[config.mk]
export PLATFORM = sky130hd
export DESIGN_NAME = scm_safety_config
export DESIGN_NICKNAME = d
export VERILOG_FILES = /design/src/verilog/scm_pkg.sv /design/src/verilog/scm_crc_if.sv /design/src/verilog/scm_safety_config.sv /design/src/verilog/scm_crc8.sv
export SDC_FILE = /design/constraint.sdc
export NUM_CORES = 1
export LEC_CHECK = 0
export BUFFER_PORTS_ARGS = -buffer_cell sky130_fd_sc_hd__clkbuf_2
export CELL_PAD_IN_SITES_DETAIL_PLACEMENT = 1
export CELL_PAD_IN_SITES_GLOBAL_PLACEMENT = 1
export CORE_MARGIN = 1
export CORE_UTILIZATION = 49
export DETAILED_ROUTE_END_ITERATION = 8
export GPL_TIMING_DRIVEN = 0
export PLACE_DENSITY_LB_ADDON = 0.2
export SLEW_MARGIN = 20
export SYNTH_ARGS = -nofsm -noshare
export SYNTH_HDL_FRONTEND = slang
export SYNTH_SLANG_ARGS = --single-unit
export TNS_END_PERCENT = 100
[constraint.sdc]
create_clock -name clk -period 7.9 [get_ports clk]
set_input_delay 1.58 -clock clk [delete_from_list [all_inputs] [get_ports clk]]
set_output_delay 1.58 -clock clk [all_outputs]
set_load 0.03 [all_outputs]
[src/verilog/scm_pkg.sv]
// Package with constants, types and helpers of the safety configuration register bank.
// Functional notes
// - Config writes take effect only in diagnostic state with the configuration lock clear.
// - Every register has its own read command and its own write command.
// - High-phase minimum field is eight bits and resets to 0xa7.
// - Low-phase maximum resets to 0x3d; limit is (field+1) times 15 us or 5 us.
// - Low-phase minimum resets to 0x3c; limit is (field+1) times 15 us.
// - With enable set, power-down is requested when error counter equals threshold.
// - Threshold is four low bits resetting to 0xf; bits 7 to 5 read zero.
// - An eight-bit expected configuration checksum is stored as the host writes it.
// - Expected checksum resets to 0x96.
// - While checksum enable is set, the checksum is computed and compared continuously.
// - The error-signal monitor runs only while the monitor enable bit is set.
package scm_pkg;

    // Clock and step times.
    localparam int CLK_PERIOD_NS = 10;
    localparam int PWM_STEP_US = 15;
    localparam int ALT_STEP_US = 5;
    localparam int PWM_STEP_CYC = (PWM_STEP_US * 1000 + CLK_PERIOD_NS - 1) / CLK_PERIOD_NS;
    localparam int ALT_STEP_CYC = (ALT_STEP_US * 1000 + CLK_PERIOD_NS - 1) / CLK_PERIOD_NS;
    localparam int LIM_W = 19;

    // Reset values.
    localparam logic [7:0] HIGH_MIN_RST = 8'ha7;
    localparam logic [7:0] LOW_MAX_RST = 8'h3d;
    localparam logic [7:0] LOW_MIN_RST = 8'h3c;
    localparam logic PWD_EN_RST = 1'b0;
    localparam logic [3:0] POWERDOWN_THRESHOLD_RST = 4'hf;
    localparam logic [7:0] CRC_EXP_RST = 8'h96;

    // Field positions of the power-down configuration and status registers.
    localparam int PWD_EN_BIT = 4;
    localparam int POWERDOWN_THRESHOLD_MSB = 3;
    localparam logic [2:0] PWD_RSVD_VAL = 3'h0;
    localparam int STAT_CRC_ERR_BIT = 0;

    // Command codes, one read and one write per register.
    localparam logic [7:0] CMD_RD_HIGH_MIN = 8'h10;
    localparam logic [7:0] CMD_WR_HIGH_MIN = 8'h11;
    localparam logic [7:0] CMD_RD_LOW_MAX = 8'h12;
    localparam logic [7:0] CMD_WR_LOW_MAX = 8'h13;
    localparam logic [7:0] CMD_RD_LOW_MIN = 8'h14;
    localparam logic [7:0] CMD_WR_LOW_MIN = 8'h15;
    localparam logic [7:0] CMD_RD_PWD_CFG = 8'h16;
    localparam logic [7:0] CMD_WR_PWD_CFG = 8'h17;
    localparam logic [7:0] CMD_RD_CRC_EXP = 8'h18;
    localparam logic [7:0] CMD_WR_CRC_EXP = 8'h19;
    localparam logic [7:0] CMD_RD_STATUS = 8'h1a;
    localparam logic [7:0] CMD_WR_STATUS = 8'h1b;

    // Checksum engine settings.
    localparam logic [7:0] CRC_POLY = 8'h07;
    localparam logic [7:0] CRC_INIT = 8'hff;
    localparam logic [1:0] CRC_LAST_IDX = 2'h3;

    typedef enum logic [0:0] {SWEEP_IDLE, SWEEP_RUN} scm_sweep_t;

    typedef struct packed {
        logic [7:0] highMin;
        logic [7:0] lowMax;
        logic [7:0] lowMin;
        logic pwdEn;
        logic [3:0] pwdTh;
        logic [7:0] crcExp;
        logic crcErr;
        logic [7:0] rdData;
        logic cmdDone;
        logic cmdRefused;
        logic [LIM_W-1:0] highMinCyc;
        logic [LIM_W-1:0] lowMaxCyc;
        logic [LIM_W-1:0] lowMinCyc;
        logic powerDown;
        logic monActive;
        logic crcMismatch;
        scm_sweep_t sweep;
        logic [1:0] byteIdx;
    } scm_top_state_t;

    typedef struct packed {
        logic [7:0] crcAcc;
        logic [7:0] crcValue;
        logic crcDone;
    } scm_crc_state_t;

    // One byte of an MSB-first CRC8 update.
    function automatic logic [7:0] crc8_byte(input logic [7:0] crc, input logic [7:0] data);
        logic [7:0] c;
        c = crc ^ data;
        for (int i = 0; i < 8; i++) begin
            c = c[7] ? ((c << 1) ^ CRC_POLY) : (c << 1);
        end
        return c;
    endfunction

    // Limit in clock cycles: (field + 1) steps.
    function automatic logic [LIM_W-1:0] scale_limit(input logic [7:0] field, input int stepCyc);
        return LIM_W'((int'(field) + 1) * stepCyc);
    endfunction

    // True for the write commands that touch protected configuration.
    function automatic logic is_cfg_write(input logic [7:0] code);
        return (code == CMD_WR_HIGH_MIN) || (code == CMD_WR_LOW_MAX) ||
            (code == CMD_WR_LOW_MIN) || (code == CMD_WR_PWD_CFG) || (code == CMD_WR_CRC_EXP);
    endfunction

    localparam scm_top_state_t TOP_RESET = '{
        highMin: HIGH_MIN_RST, lowMax: LOW_MAX_RST, lowMin: LOW_MIN_RST,
        pwdEn: PWD_EN_RST, pwdTh: POWERDOWN_THRESHOLD_RST, crcExp: CRC_EXP_RST, crcErr: 1'b0,
        rdData: 8'h00, cmdDone: 1'b0, cmdRefused: 1'b0,
        highMinCyc: scale_limit(HIGH_MIN_RST, PWM_STEP_CYC),
        lowMaxCyc: scale_limit(LOW_MAX_RST, PWM_STEP_CYC),
        lowMinCyc: scale_limit(LOW_MIN_RST, PWM_STEP_CYC),
        powerDown: 1'b0, monActive: 1'b0, crcMismatch: 1'b0,
        sweep: SWEEP_IDLE, byteIdx: 2'h0};

    localparam scm_crc_state_t CRC_RESET = '{crcAcc: 8'h00, crcValue: 8'h00, crcDone: 1'b0};

endpackage

[src/verilog/scm_crc_if.sv]
// Interface carrying configuration bytes to the checksum engine and its result back.
`timescale 1ns/1ns
interface scm_crc_if;
    logic [7:0] byteData;
    logic byteValid;
    logic firstByte;
    logic lastByte;
    logic [7:0] crcValue;
    logic crcDone;

    modport feeder (output byteData, output byteValid, output firstByte, output lastByte,
        input crcValue, input crcDone);
    modport engine (input byteData, input byteValid, input firstByte, input lastByte,
        output crcValue, output crcDone);
endinterface

[src/verilog/scm_safety_config.sv]
// Safety configuration register bank with monitor limits, power-down and checksum check.
`timescale 1ns/1ns
module scm_safety_config
    import scm_pkg::*;
(
    input wire logic clk,
    input wire logic rst_n,
    input wire logic cmdValid,
    input wire logic [7:0] cmdCode,
    input wire logic [7:0] cmdWrData,
    output logic cmdDone,
    output logic cmdRefused,
    output logic [7:0] rdData,
    input wire logic diagState,
    input wire logic cfgLock,
    input wire logic monitorEnable,
    input wire logic monitorModeSelect,
    input wire logic crcEnable,
    input wire logic [3:0] deviceErrorCounter,
    output logic monitorActive,
    output logic [LIM_W-1:0] highMinCycles,
    output logic [LIM_W-1:0] lowMaxCycles,
    output logic [LIM_W-1:0] lowMinCycles,
    output logic powerDownRequest,
    output logic crcMismatch,
    output logic crcErrorFlag
);

    scm_top_state_t q;
    scm_top_state_t n;
    logic writeOk;
    logic [7:0] pwdCfgByte;
    logic [7:0] sweepByte;

    // The engine is a module of its own so its state stays apart from the bank.
    scm_crc_if crcIf ();

    scm_crc8 u_crc (
        .clk(clk),
        .rst_n(rst_n),
        .crcIf(crcIf.engine)
    );

    // Protected writes land only in the diagnostic state with the lock open.
    assign writeOk = diagState && !cfgLock;
    // Reserved bits above the enable always read back as zero.
    assign pwdCfgByte = {PWD_RSVD_VAL, q.pwdEn, q.pwdTh};

    // Byte chosen for the current checksum sweep step.
    always_comb begin
        case (q.byteIdx)
            2'h0: sweepByte = q.highMin;
            2'h1: sweepByte = q.lowMax;
            2'h2: sweepByte = q.lowMin;
            default: sweepByte = pwdCfgByte;
        endcase
    end

    // The sweep streams one byte per cycle so the check never stops while enabled.
    assign crcIf.byteData = sweepByte;
    assign crcIf.byteValid = (q.sweep == SWEEP_RUN) && crcEnable;
    assign crcIf.firstByte = (q.byteIdx == 2'h0);
    assign crcIf.lastByte = (q.byteIdx == CRC_LAST_IDX);

    // Next-state logic: command decode, sweep sequencing, limits and power-down.
    always_comb begin
        n = q;
        n.cmdDone = 1'b0;
        n.cmdRefused = 1'b0;
        n.crcMismatch = 1'b0;

        // Reads are never refused; only protected writes look at the lock.
        if (cmdValid) begin
            if (cmdCode == CMD_RD_HIGH_MIN) begin
                n.rdData = q.highMin;
                n.cmdDone = 1'b1;
            end else if (cmdCode == CMD_RD_LOW_MAX) begin
                n.rdData = q.lowMax;
                n.cmdDone = 1'b1;
            end else if (cmdCode == CMD_RD_LOW_MIN) begin
                n.rdData = q.lowMin;
                n.cmdDone = 1'b1;
            end else if (cmdCode == CMD_RD_PWD_CFG) begin
                n.rdData = pwdCfgByte;
                n.cmdDone = 1'b1;
            end else if (cmdCode == CMD_RD_CRC_EXP) begin
                n.rdData = q.crcExp;
                n.cmdDone = 1'b1;
            end else if (cmdCode == CMD_RD_STATUS) begin
                n.rdData = {7'h00, q.crcErr};
                n.cmdDone = 1'b1;
            end else if (cmdCode == CMD_WR_STATUS) begin
                // Writing a one clears the sticky flag; a new mismatch below wins.
                if (cmdWrData[STAT_CRC_ERR_BIT]) begin
                    n.crcErr = 1'b0;
                end
                n.cmdDone = 1'b1;
            // The status clear sits above the lock test so a locked bank can be serviced.
            end else if (is_cfg_write(cmdCode) && !writeOk) begin
                n.cmdRefused = 1'b1;
            end else if (cmdCode == CMD_WR_HIGH_MIN) begin
                n.highMin = cmdWrData;
                n.cmdDone = 1'b1;
            end else if (cmdCode == CMD_WR_LOW_MAX) begin
                n.lowMax = cmdWrData;
                n.cmdDone = 1'b1;
            end else if (cmdCode == CMD_WR_LOW_MIN) begin
                n.lowMin = cmdWrData;
                n.cmdDone = 1'b1;
            end else if (cmdCode == CMD_WR_PWD_CFG) begin
                n.pwdEn = cmdWrData[PWD_EN_BIT];
                n.pwdTh = cmdWrData[POWERDOWN_THRESHOLD_MSB:0];
                n.cmdDone = 1'b1;
            end else if (cmdCode == CMD_WR_CRC_EXP) begin
                n.crcExp = cmdWrData;
                n.cmdDone = 1'b1;
            end else begin
                n.cmdRefused = 1'b1;
            end
        end

        // Sweep sequencer; dropping the enable restarts the next sweep from byte zero.
        // The two-bit index wraps by itself, so no end-of-sweep compare is needed.
        case (q.sweep)
            SWEEP_IDLE: begin
                n.byteIdx = 2'h0;
                if (crcEnable) begin
                    n.sweep = SWEEP_RUN;
                end
            end
            SWEEP_RUN: begin
                if (!crcEnable) begin
                    n.sweep = SWEEP_IDLE;
                    n.byteIdx = 2'h0;
                end else begin
                    n.byteIdx = q.byteIdx + 2'h1;
                end
            end
            default: begin
                n.sweep = SWEEP_IDLE;
            end
        endcase

        // Compare after the status clear so that a fresh mismatch is never lost.
        if (crcIf.crcDone && crcEnable && (crcIf.crcValue != q.crcExp)) begin
            n.crcErr = 1'b1;
            n.crcMismatch = 1'b1;
        end

        // Limits in clock cycles for the pulse measurement logic.
        // A limit lags its field by one cycle, far below one step of the limit.
        n.highMinCyc = scale_limit(q.highMin, PWM_STEP_CYC);
        n.lowMaxCyc = monitorModeSelect ? scale_limit(q.lowMax, PWM_STEP_CYC) :
            scale_limit(q.lowMax, ALT_STEP_CYC);
        n.lowMinCyc = scale_limit(q.lowMin, PWM_STEP_CYC);

        // The request is a registered level; it drops one cycle after the counter leaves the threshold.
        n.powerDown = q.pwdEn && (deviceErrorCounter == q.pwdTh);
        // Only the enable is kept here; the pulse measurement itself lives elsewhere.
        n.monActive = monitorEnable;
    end

    // All bank state apart from the checksum engine's lives in one register; power-on reset loads the documented defaults.
    // Nothing but that reset reloads the defaults, so software must rewrite them.
    always_ff @(posedge clk or negedge rst_n) begin
        if (!rst_n) begin
            q <= TOP_RESET;
        end else begin
            q <= n;
        end
    end

    // Every output is a flip-flop of the state register, so none can glitch.
    assign cmdDone = q.cmdDone;
    assign cmdRefused = q.cmdRefused;
    assign rdData = q.rdData;
    assign monitorActive = q.monActive;
    assign highMinCycles = q.highMinCyc;
    assign lowMaxCycles = q.lowMaxCyc;
    assign lowMinCycles = q.lowMinCyc;
    assign powerDownRequest = q.powerDown;
    assign crcMismatch = q.crcMismatch;
    assign crcErrorFlag = q.crcErr;
endmodule

[src/verilog/scm_crc8.sv]
// Byte-serial CRC8 engine that reports the checksum of each finished sweep.
`timescale 1ns/1ns
module scm_crc8
    import scm_pkg::*;
(
    input wire logic clk,
    input wire logic rst_n,
    scm_crc_if.engine crcIf
);

    scm_crc_state_t q;
    scm_crc_state_t n;
    logic [7:0] nxtCrc;

    // Each accepted byte folds into the accumulator; the first byte restarts from the seed.
    always_comb begin
        n = q;
        nxtCrc = crc8_byte(crcIf.firstByte ? CRC_INIT : q.crcAcc, crcIf.byteData);
        n.crcDone = 1'b0;
        if (crcIf.byteValid) begin
            n.crcAcc = nxtCrc;
            if (crcIf.lastByte) begin
                n.crcValue = nxtCrc;
                n.crcDone = 1'b1;
            end
        end
    end

    always_ff @(posedge clk or negedge rst_n) begin
        if (!rst_n) begin
            q <= CRC_RESET;
        end else begin
            q <= n;
        end
    end

    assign crcIf.crcValue = q.crcValue;
    assign crcIf.crcDone = q.crcDone;
endmodule

# Word-level counts from Yosys, hierarchy flattened
# Index checks and enable logic that the tools add are counted.
[classes]
n_bitwise = 22
n_addsub = 4
n_eq_ne = 23
reduce_logical = 25
mul = 4
mux = 54
[op_table]
columns = ["operator", "n"]
rows = [
  ["equality test 8 x 5 -> 1 bit (second input constant)", 12],
  ["two-way mux 9 bit", 5],
  ["multiplier 9 x 9 -> 17 bit (second input constant)", 2],
  ["two-way mux 1 bit", 34],
  ["multiplier 32 x 10 -> 17 bit (second input constant)", 1],
  ["adder 8 x 1 -> 9 bit (second input constant)", 3],
  ["two-way mux 3 bit", 8],
  ["inverter 3 bit", 8],
  ["case mux 8 bit (3 select lines)", 1],
  ["two-way mux 19 bit", 1],
  ["multiplier 9 x 7 -> 16 bit (second input constant)", 1],
  ["two-way mux 8 bit", 2],
  ["AND reduction 14 bit", 1],
  ["inverter 1 bit", 13],
  ["AND reduction 13 bit", 1],
  ["!= test 2 x 1 -> 1 bit (second input constant)", 6],
  ["AND reduction 12 bit", 1],
  ["two-way mux 11 bit", 1],
  ["AND reduction 11 bit", 1],
  ["AND reduction 10 bit", 1],
  ["AND reduction 9 bit", 1],
  ["!= test 8 bit", 1],
  ["bitwise XOR 8 bit", 1],
  ["logical AND 1 bit", 6],
  ["12 further kinds", 20],
]
[word_totals]
output_inout_bits = 71
register_bits = 124
wordCells = 153
input_bits = 28

# Longest topological paths before layout
# Gate-level depths: netlist of run 1.
[depth]
depth_word = 19
mapped_depth = 22
mapped_depth_nobuf = 21

# Cells and area by module
# A second synthesis of run 1 with hierarchy kept.
[hier_totals]
hier_cells = 1281
hier_area_um2 = 13013.7
[modules_own_cells]
columns = ["mod", "instances", "seq_area_each_um2", "area_per_inst_um2", "cells_each"]
rows = [
  ["scm_safety_config", 1, 2686.3, 11982.7, 1188],
  ["scm_crc8", 1, 425.4, 1031.0, 93],
]

# Worst setup path before layout of run 1
# OpenSTA, ideal clock, no wires.
[synth_path]
kind = "register to register"
startpoint = "register q[95] (netlist name)"
endpoint = "register q, in the netlist lowMaxCycles[15]"
arrival_ns = 5.352
stages_incl_launch_ff = 21
n_path_buf = 0
synth_period_minus_slack_ns = 5.491
setup_ns = 0.139
path_slack_ns = 2.409
required_ns = 7.761
cell_sequence = "dfstp_2 -> ha_1 -> nand3_1 -> nor2_1 -> nand3_1 -> inv_1 -> ha_1 -> fa_1 -> inv_1 -> fa_1 -> inv_1 -> fa_1 -> ha_1 -> ha_1 -> nand3_1 -> a2bb2oi_1 -> o21ai_0 -> a311o_1 -> a21oi_1 -> xor2_1 -> mux2i_1"
[synth_lines]
columns = ["item", "line", "text"]
rows = [
  ["start, declared", "scm_safety_config.sv:29", "scm_top_state_t q;"],
  ["start signal, assigned", "scm_safety_config.sv:169", "q <= n;"],
]

==> results of run 1 <==
[layout make-up]
type	instances	area, sq um	share of cell area
Multi-Input combinational cell	863	8260	0.573
Sequential cell	122	3110	0.216
Inverter	249	935	0.0648
Buffer	95	637	0.0442
Timing Repair Buffer	90	482	0.0334
Clock buffer	17	425	0.0295
Tap cell	335	419	0.0291
Clock inverter	15	153	0.0106
[cells in the final DEF (no fill, tap or decap), drive strengths merged, types with 3 or more instances in the layout]
master / n
inv: 257
ha: 184
clkbuf: 120
fa: 109
buf: 82
dfrtp: 75
nand2: 64
o21ai: 63
xnor2: 59
xor2: 56
a21oi: 50
nor2: 49
dfstp: 47
mux2: 38
nand3: 21
nor3: 19
a21o: 18
nor2b: 14
nand2b: 14
a22oi: 11
mux2i: 9
and3: 6
o21a: 6
nand4: 6
o21bai: 6
a31oi: 6
conb: 6
and2: 5
a22o: 5
clkinv: 5
or2: 4
o211ai: 4
o22ai: 3
o311ai: 3
[metal layers]
layer  up-vias  routed length (um)  part of all wire
li1       4440                   -                 -
met1      4559               13200              0.44
met2       124               15700              0.52
met3        29                 781             0.026
met4         0                 346             0.011
met5         -                   0                 0
[cells by family after synthesis]
logic type               after synthesis  share of synthesized area
buffers and inverters                344                      0.122
adder cells (fa/ha/maj)              293                      0.347
AND/OR/NAND/NOR                      210                     0.0772
AO/OA/AOI/OAI                        192                     0.0947
flip-flops                           122                      0.241
XOR/XNOR                             115                     0.0785
multiplexers                          47                     0.0401
other                                  1                   0.000290
[synth_stat cells (3+ instances only)]
cell / number / area [sq um]
sky130_fd_sc_hd__a21o_1: 18 / 135
sky130_fd_sc_hd__a21oi_1: 48 / 240
sky130_fd_sc_hd__a22o_1: 5 / 43.8
sky130_fd_sc_hd__a22oi_1: 10 / 75.1
sky130_fd_sc_hd__a31oi_1: 6 / 37.5
sky130_fd_sc_hd__and2_1: 5 / 31.3
sky130_fd_sc_hd__and3_1: 6 / 37.5
sky130_fd_sc_hd__buf_2: 11 / 55.1
sky130_fd_sc_hd__buf_4: 67 / 503
sky130_fd_sc_hd__clkbuf_1: 14 / 52.6
sky130_fd_sc_hd__dfrtp_1: 75 / 1880
sky130_fd_sc_hd__dfstp_2: 47 / 1230
sky130_fd_sc_hd__fa_1: 109 / 2180
sky130_fd_sc_hd__ha_1: 184 / 2300
sky130_fd_sc_hd__inv_1: 249 / 935
sky130_fd_sc_hd__mux2_2: 38 / 428
sky130_fd_sc_hd__mux2i_1: 9 / 90.1
sky130_fd_sc_hd__nand2_1: 64 / 240
sky130_fd_sc_hd__nand2b_1: 14 / 87.6
sky130_fd_sc_hd__nand3_1: 21 / 105
sky130_fd_sc_hd__nand4_1: 6 / 37.5
sky130_fd_sc_hd__nor2_1: 48 / 180
sky130_fd_sc_hd__nor2b_1: 14 / 87.6
sky130_fd_sc_hd__nor3_1: 19 / 95.1
sky130_fd_sc_hd__o211ai_1: 3 / 22.5
sky130_fd_sc_hd__o21a_1: 6 / 45.0
sky130_fd_sc_hd__o21ai_0: 54 / 270
sky130_fd_sc_hd__o21ai_1: 9 / 45.0
sky130_fd_sc_hd__o21bai_1: 6 / 45.0
sky130_fd_sc_hd__o22ai_1: 3 / 18.8
sky130_fd_sc_hd__or2_2: 4 / 25.0
sky130_fd_sc_hd__xnor2_1: 58 / 508
sky130_fd_sc_hd__xor2_1: 56 / 490
[power groups by stage]
stage | registers, mW | logic (mW) | clock network, mW
finish | 0.713 | 0.475 | 0.790
global route | 0.718 | 0.533 | 0.828
CTS | 0.713 | 0.483 | 0.805
detailed placement | 0.723 | 0.478 | 0
global placement | 0.721 | 0.459 | 0
floorplan | 0.715 | 0.354 | 0
[metrics by stage]
stage                      util  setup slack [ns]
after floorplan               -              2.41
after global placement    0.531              1.76
after detailed placement  0.533              1.59
after CTS                 0.555              1.58
after global routing      0.555              1.21
final                     0.555              1.62
[how the worst max path moves through the flow]
stage | start | endpoint | cells after the start
final | q[95] | lowMaxCycles[15] | 20
after global routing | q[95] | lowMaxCycles[15] | 20
after floorplan | q[95] | lowMaxCycles[15] | 20
after CTS | q[95] | lowMaxCycles[15] | 20
after global placement | q[99] | lowMaxCycles[15] | 21
after detailed placement | q[95] | lowMaxCycles[15] | 20
[critical path, stage by stage (launching register included)]
cell	delay [ns]
sky130_fd_sc_hd__dfstp_2	0.64
sky130_fd_sc_hd__ha_1	0.24
sky130_fd_sc_hd__nand3_1	0.18
sky130_fd_sc_hd__nor2_1	0.23
sky130_fd_sc_hd__nand3_1	0.49
sky130_fd_sc_hd__inv_1	0.35
sky130_fd_sc_hd__ha_1	0.36
sky130_fd_sc_hd__fa_1	0.56
sky130_fd_sc_hd__inv_1	0.05
sky130_fd_sc_hd__fa_1	0.47
sky130_fd_sc_hd__inv_1	0.06
sky130_fd_sc_hd__fa_1	0.48
sky130_fd_sc_hd__ha_1	0.32
sky130_fd_sc_hd__ha_1	0.38
sky130_fd_sc_hd__nand3_1	0.10
sky130_fd_sc_hd__a2bb2oi_1	0.19
sky130_fd_sc_hd__o21ai_0	0.18
sky130_fd_sc_hd__a311o_1	0.40
sky130_fd_sc_hd__a21oi_1	0.17
sky130_fd_sc_hd__xor2_1	0.16
sky130_fd_sc_hd__mux2i_1	0.10
[flip-flops by register name, summed over array words and instances (netlist names), 5 cells and up]
register,cells
lowMinCycles,17
u_crc.q,8
rdData,8
q,35
u_crc.crcIf.crcValue,8
pwdCfgByte,5
lowMaxCycles,17
highMinCycles,17
==> impl_metrics.json, run 1 <==
{
  "yosysWarnings": 0,
  "worstSetupPathType": "reg -> reg",
  "achievable_freq_mhz": 159,
  "detailedRoute.firstIterationViolations": 307,
  "vias_after_detailed_routing": 9152,
  "worst-path-max-fanout": 8,
  "routed_wire_length_per_instance_um": 16.9,
  "die_area_sq_um": 27000,
  "cts_hold_repair.buffers": 0,
  "placement_rows": 59,
  "timing.hold.worst_endpoint": "rdData[5]",
  "flow.area_growth_from_synthesis_pct": 11.6,
  "antenna_violations_before_repair": 0,
  "fin_cells": 1786,
  "grt_first_pass_wirelength_um": 49200,
  "synth.cell_area_sq_um": 12900,
  "power.static_leakage_nw": 7.85,
  "fin_worst_skew_ns": 0.0157,
  "design.core.area_sq_um": 26000,
  "hold_class": "reg -> reg",
  "grt_use_total": 0.234,
  "fraction_of_layout_cells_with_a_size_suffix_above_1": 0.208,
  "gpl.final_weighted_congestion": 0.838,
  "placement.io_buffers": 89,
  "dieWidth_um": 164,
  "fillers": 2968,
  "final_design_area_no_fill_sq_um": 14400,
  "swShare": 0.334,
  "run_status": "complete, no violations",
  "grt_use_met1": 0.294,
  "finalSetupViolCount": 0,
  "postRouteWirelength_um": 30100,
  "boundaryPins": 99,
  "hold_violation_count_in_the_final_report": 0,
  "clock_tree_from_tritoncts": "yes",
  "number_of_iterations_in_the_first_detailed_routing_pass": 4,
  "unrepaired_setup_endpoints_after_global_routing": "no",
  "power.internal_mw": 1.32,
  "timing.critical_path.arrival_ns": 6.56,
  "power_frac_clock": 0.399,
  "placement.cell_area_sq_um": 13800,
  "setup-tns-final_ns": 0,
  "sequential_area_share_after_synthesis": 0.241,
  "fin_hold_ws_ns": 0.492,
  "synth.distinct_cells": 62,
  "number_of_storage_elements_in_the_synthesis_netlist": 122,
  "post_cts_buffers": 0,
  "fin_crit_sh": 0.795,
  "global_route.usage.met2": 0.427,
  "reg2reg_depth": 20,
  "start_util": 0.497,
  "p_switching_mw": 0.661,
  "timing.final.max_slew_violations": 0,
  "share_comb_of_total_power": 0.240,
  "placed_cells": 1754,
  "number_of_diodes_added_for_antenna_fixing": 0,
  "cts_resized": 0,
  "hold_path.startpoint": "rdData[5]",
  "asyncSetResetFlopFracSynth": 1.00,
  "timing.hold.worst_path_depth": 2,
  "clk_root_buffer_cell": "sky130_fd_sc_hd__clkbuf_16",
  "grt_util_met3": 0.0306,
  "clk_pin_slew_ns": 0.07,
  "cts.htree.levels": 4,
  "grt_pass1_vias": 9742,
  "globalRoute.busiestLayer": "met2",
  "worst-slew-pin-transition_ns": 0.926,
  "rr_endpoint": "lowMaxCycles[15]",
  "worstSetupStartpointType": "flip-flop",
  "maximum_count_of_clock_buffers_along_a_single_path": 2,
  "final_nets": 1759,
  "hpwl_um": 24500,
  "maximum_ir_drop_on_the_vdd_rail_mv": 0.140,
  "post-route-min-period_ns": 6.28,
  "die_height_um": 164,
  "post_detailed_route_drc_marker_count": 0,
  "drt.antenna.violating_nets": 0,
  "edff_count_synth": 0,
  "tritoncts.num_buffers": 17,
  "vias_per_cell": 5.12,
  "slew_headroom": 0.378,
  "pwr_density_cell_nw_per_um2": 137,
  "grt_start_max_net_pins": 78,
  "power.sequential.fraction": 0.360,
  "crit_required_ns": 8.18,
  "ys_dominant_reg_cell": "sky130_fd_sc_hd__dfrtp_1",
  "reg2reg_slack_ns": 1.62,
  "cap_viol_max_count": 0,
  "worstSkewPairLatency_ns": 0.43,
  "end_kind": "flip-flop",
  "r2r_start": "q[95]",
  "finalPower_mw": 1.98,
  "postSynthCellCount": 1324,
  "globalRouteOverflowTotal": 0,
  "tritoncts_num_sinks": 122,
  "postSynthAreaPerCell_sq_um": 9.76
}
(Power assumes the default switching activity.)
==> inputs of run 2 (changes only) <==
Clock period 7.9 ns to 5.9 ns, I/O delays scaled along.
==> impl_metrics.json, run 2 (synthesis results as in run 1) <==
{
  "postRouteWirelength_um": 31700,
  "vias_after_detailed_routing": 9316,
  "fin_hold_ws_ns": 0.491,
  "top_family_by_delay_on_critical_path": "adder cells",
  "die_area_sq_um": 27000,
  "critical_path_buf_inv_count": 2,
  "hold_violation_count_in_the_final_report": 0,
  "fillers": 2937,
  "grt_first_pass_wirelength_um": 49800,
  "grt_pass1_vias": 9822,
  "maximum_ir_drop_on_the_vdd_rail_mv": 0.188,
  "power.static_leakage_nw": 7.97,
  "timing.critical_path.arrival_ns": 6.09,
  "number_of_diodes_added_for_antenna_fixing": 0,
  "largest_reg_flops": 35,
  "flow.area_growth_from_synthesis_pct": 14.1,
  "placed_cells": 1754,
  "worst_path_max_delay_cell": "sky130_fd_sc_hd__dfstp_4",
  "worst-path-max-fanout": 7,
  "tritoncts_num_sinks": 122,
  "dieWidth_um": 164,
  "power.sequential.fraction": 0.358,
  "worstSetupPathType": "reg -> reg",
  "post-route-min-period_ns": 5.81,
  "vias_per_cell": 5.18,
  "p_switching_mw": 0.903,
  "drt.antenna.violating_nets": 0,
  "clock_tree_from_tritoncts": "yes",
  "detailedRoute.firstIterationViolations": 384,
  "end_kind": "flip-flop",
  "gpl.final_weighted_congestion": 0.838,
  "grt_use_total": 0.238,
  "power.internal_mw": 1.77,
  "worst_path_largest_cell_delay_ns": 0.66,
  "fin_cells": 1800,
  "clk_root_buffer_cell": "sky130_fd_sc_hd__clkbuf_16",
  "timing.critical_path.cells": "nand3_1 > nor2_4 > and3_2 > xor2_4 > ha_1 > fa_1 > ha_1 > fa_1 > inv_1 > fa_1 > inv_1 > ha_1 > a21o_1 > a2bb2oi_1 > o21ai_0 > a311o_1 > a21oi_1 > xor2_1 > mux2i_1",
  "die_height_um": 164,
  "routed_wire_length_per_instance_um": 17.6,
  "grt_start_max_net_pins": 78,
  "fraction_of_layout_cells_with_a_size_suffix_above_1": 0.233,
  "largest-register": "q",
  "worstSkewPairLatency_ns": 0.44,
  "hpwl_um": 24500,
  "fin_worst_skew_ns": 0.0138,
  "fin_crit_sh": 0.985,
  "clk_pin_slew_ns": 0.07,
  "design.core.area_sq_um": 26000,
  "power_frac_clock": 0.401,
  "globalRouteOverflowTotal": 0,
  "setup-tns-final_ns": 0,
  "final_cell_mix": "sky130_fd_sc_hd__inv_1 (247), sky130_fd_sc_hd__ha_1 (182), sky130_fd_sc_hd__fa_1 (109)",
  "boundaryPins": 99,
  "antenna_violations_before_repair": 0,
  "post_detailed_route_drc_marker_count": 0,
  "placement.cell_area_sq_um": 13800,
  "crit_required_ns": 6.19,
  "start_util": 0.497,
  "worst-slew-pin-transition_ns": 0.836,
  "hold_class": "reg -> reg",
  "finalSetupViolCount": 0,
  "share_comb_of_total_power": 0.241,
  "timing.final.max_slew_violations": 0,
  "tritoncts.num_buffers": 17,
  "maximum_count_of_clock_buffers_along_a_single_path": 2,
  "number_of_iterations_in_the_first_detailed_routing_pass": 4,
  "layout.cells.most_common": "sky130_fd_sc_hd__inv_1",
  "swShare": 0.338,
  "placement_rows": 59,
  "achievable_freq_mhz": 172,
  "cts_hold_repair.buffers": 0,
  "slew_headroom": 0.439,
  "setup_ws_ns": 0.0912,
  "run_status": "complete, no violations",
  "worstSetupStartpointType": "flip-flop",
  "final_nets": 1773,
  "placement.io_buffers": 89,
  "pwr_density_cell_nw_per_um2": 181,
  "dpl_worst_slack_ns": -0.406,
  "final_design_area_no_fill_sq_um": 14700,
  "cts.htree.levels": 4,
  "cap_viol_max_count": 0
}
run 2: stage by stage:
| stage | utilization | total power, mW |
|---|---|---|
| 3_3_place_gp | 0.531 | 1.58 |
| 3_5_place_dp | 0.533 | 1.61 |
| 6_report | 0.567 | 2.67 |
| 5_1_grt | 0.567 | 2.80 |
| 2_1_floorplan | - | 1.43 |
| 4_1_cts | 0.559 | 2.68 |
run 2: layout make-up:
cell class | count | area, sq um | share of cell area
multi-input cells | 863 | 8450 | 0.574
flip-flops and latches | 122 | 3120 | 0.211
inverters | 249 | 935 | 0.0634
repair buffers | 109 | 624 | 0.0424
plain buffers | 90 | 616 | 0.0418
clock buffers | 17 | 425 | 0.0289
well taps | 335 | 419 | 0.0284
clock inverters | 15 | 153 | 0.0104
run 2: timing repair:
item	4_1_cts	5_1_grt
gates resized for setup	17	17
pin swaps	1	1
buffers inserted	1	18
gates cloned	0	0
endpoints found under the setup margin	7	7
run 2: power groups by stage:
stage                     logic [mW]  clock network, mW  registers (mW)
after CTS                      0.648               1.08           0.955
after global placement         0.615                  0           0.965
final                          0.644               1.07           0.956
after global routing           0.721               1.11           0.963
after floorplan                0.474                  0           0.957
after detailed placement       0.640                  0           0.968
run 2: final timing paths:
kind	startpoint	cells after the start	endpoint	slack, ns
setup reg to reg	q[97]	19	lowMaxCycles[15]	0.09
min in group asynchronous	rst_n	1	highMinCycles[18]	0.70
hold / removal	rdData[3]	2	rdData[3]	0.49
max in group asynchronous	rst_n	2	pwdCfgByte[3]	4.42
hold reg to reg	rdData[3]	2	rdData[3]	0.49
setup / recovery	q[97]	19	lowMaxCycles[15]	0.09
run 2: layer usage:
layer | share of wire | global-route usage | vias up
met3 | 0.030 | 0.0334 | 44
met1 | 0.42 | 0.295 | 4658
met4 | 0.018 | 0.0638 | 0
li1 | - | - | 4456
met5 | 0 | 0 | -
met2 | 0.53 | 0.431 | 158
run 2: worst min-delay path, stage by stage (launching register included):
cell                      delay [ns]
sky130_fd_sc_hd__dfrtp_1        0.35
sky130_fd_sc_hd__nand2_1        0.05
sky130_fd_sc_hd__o21ai_0        0.06
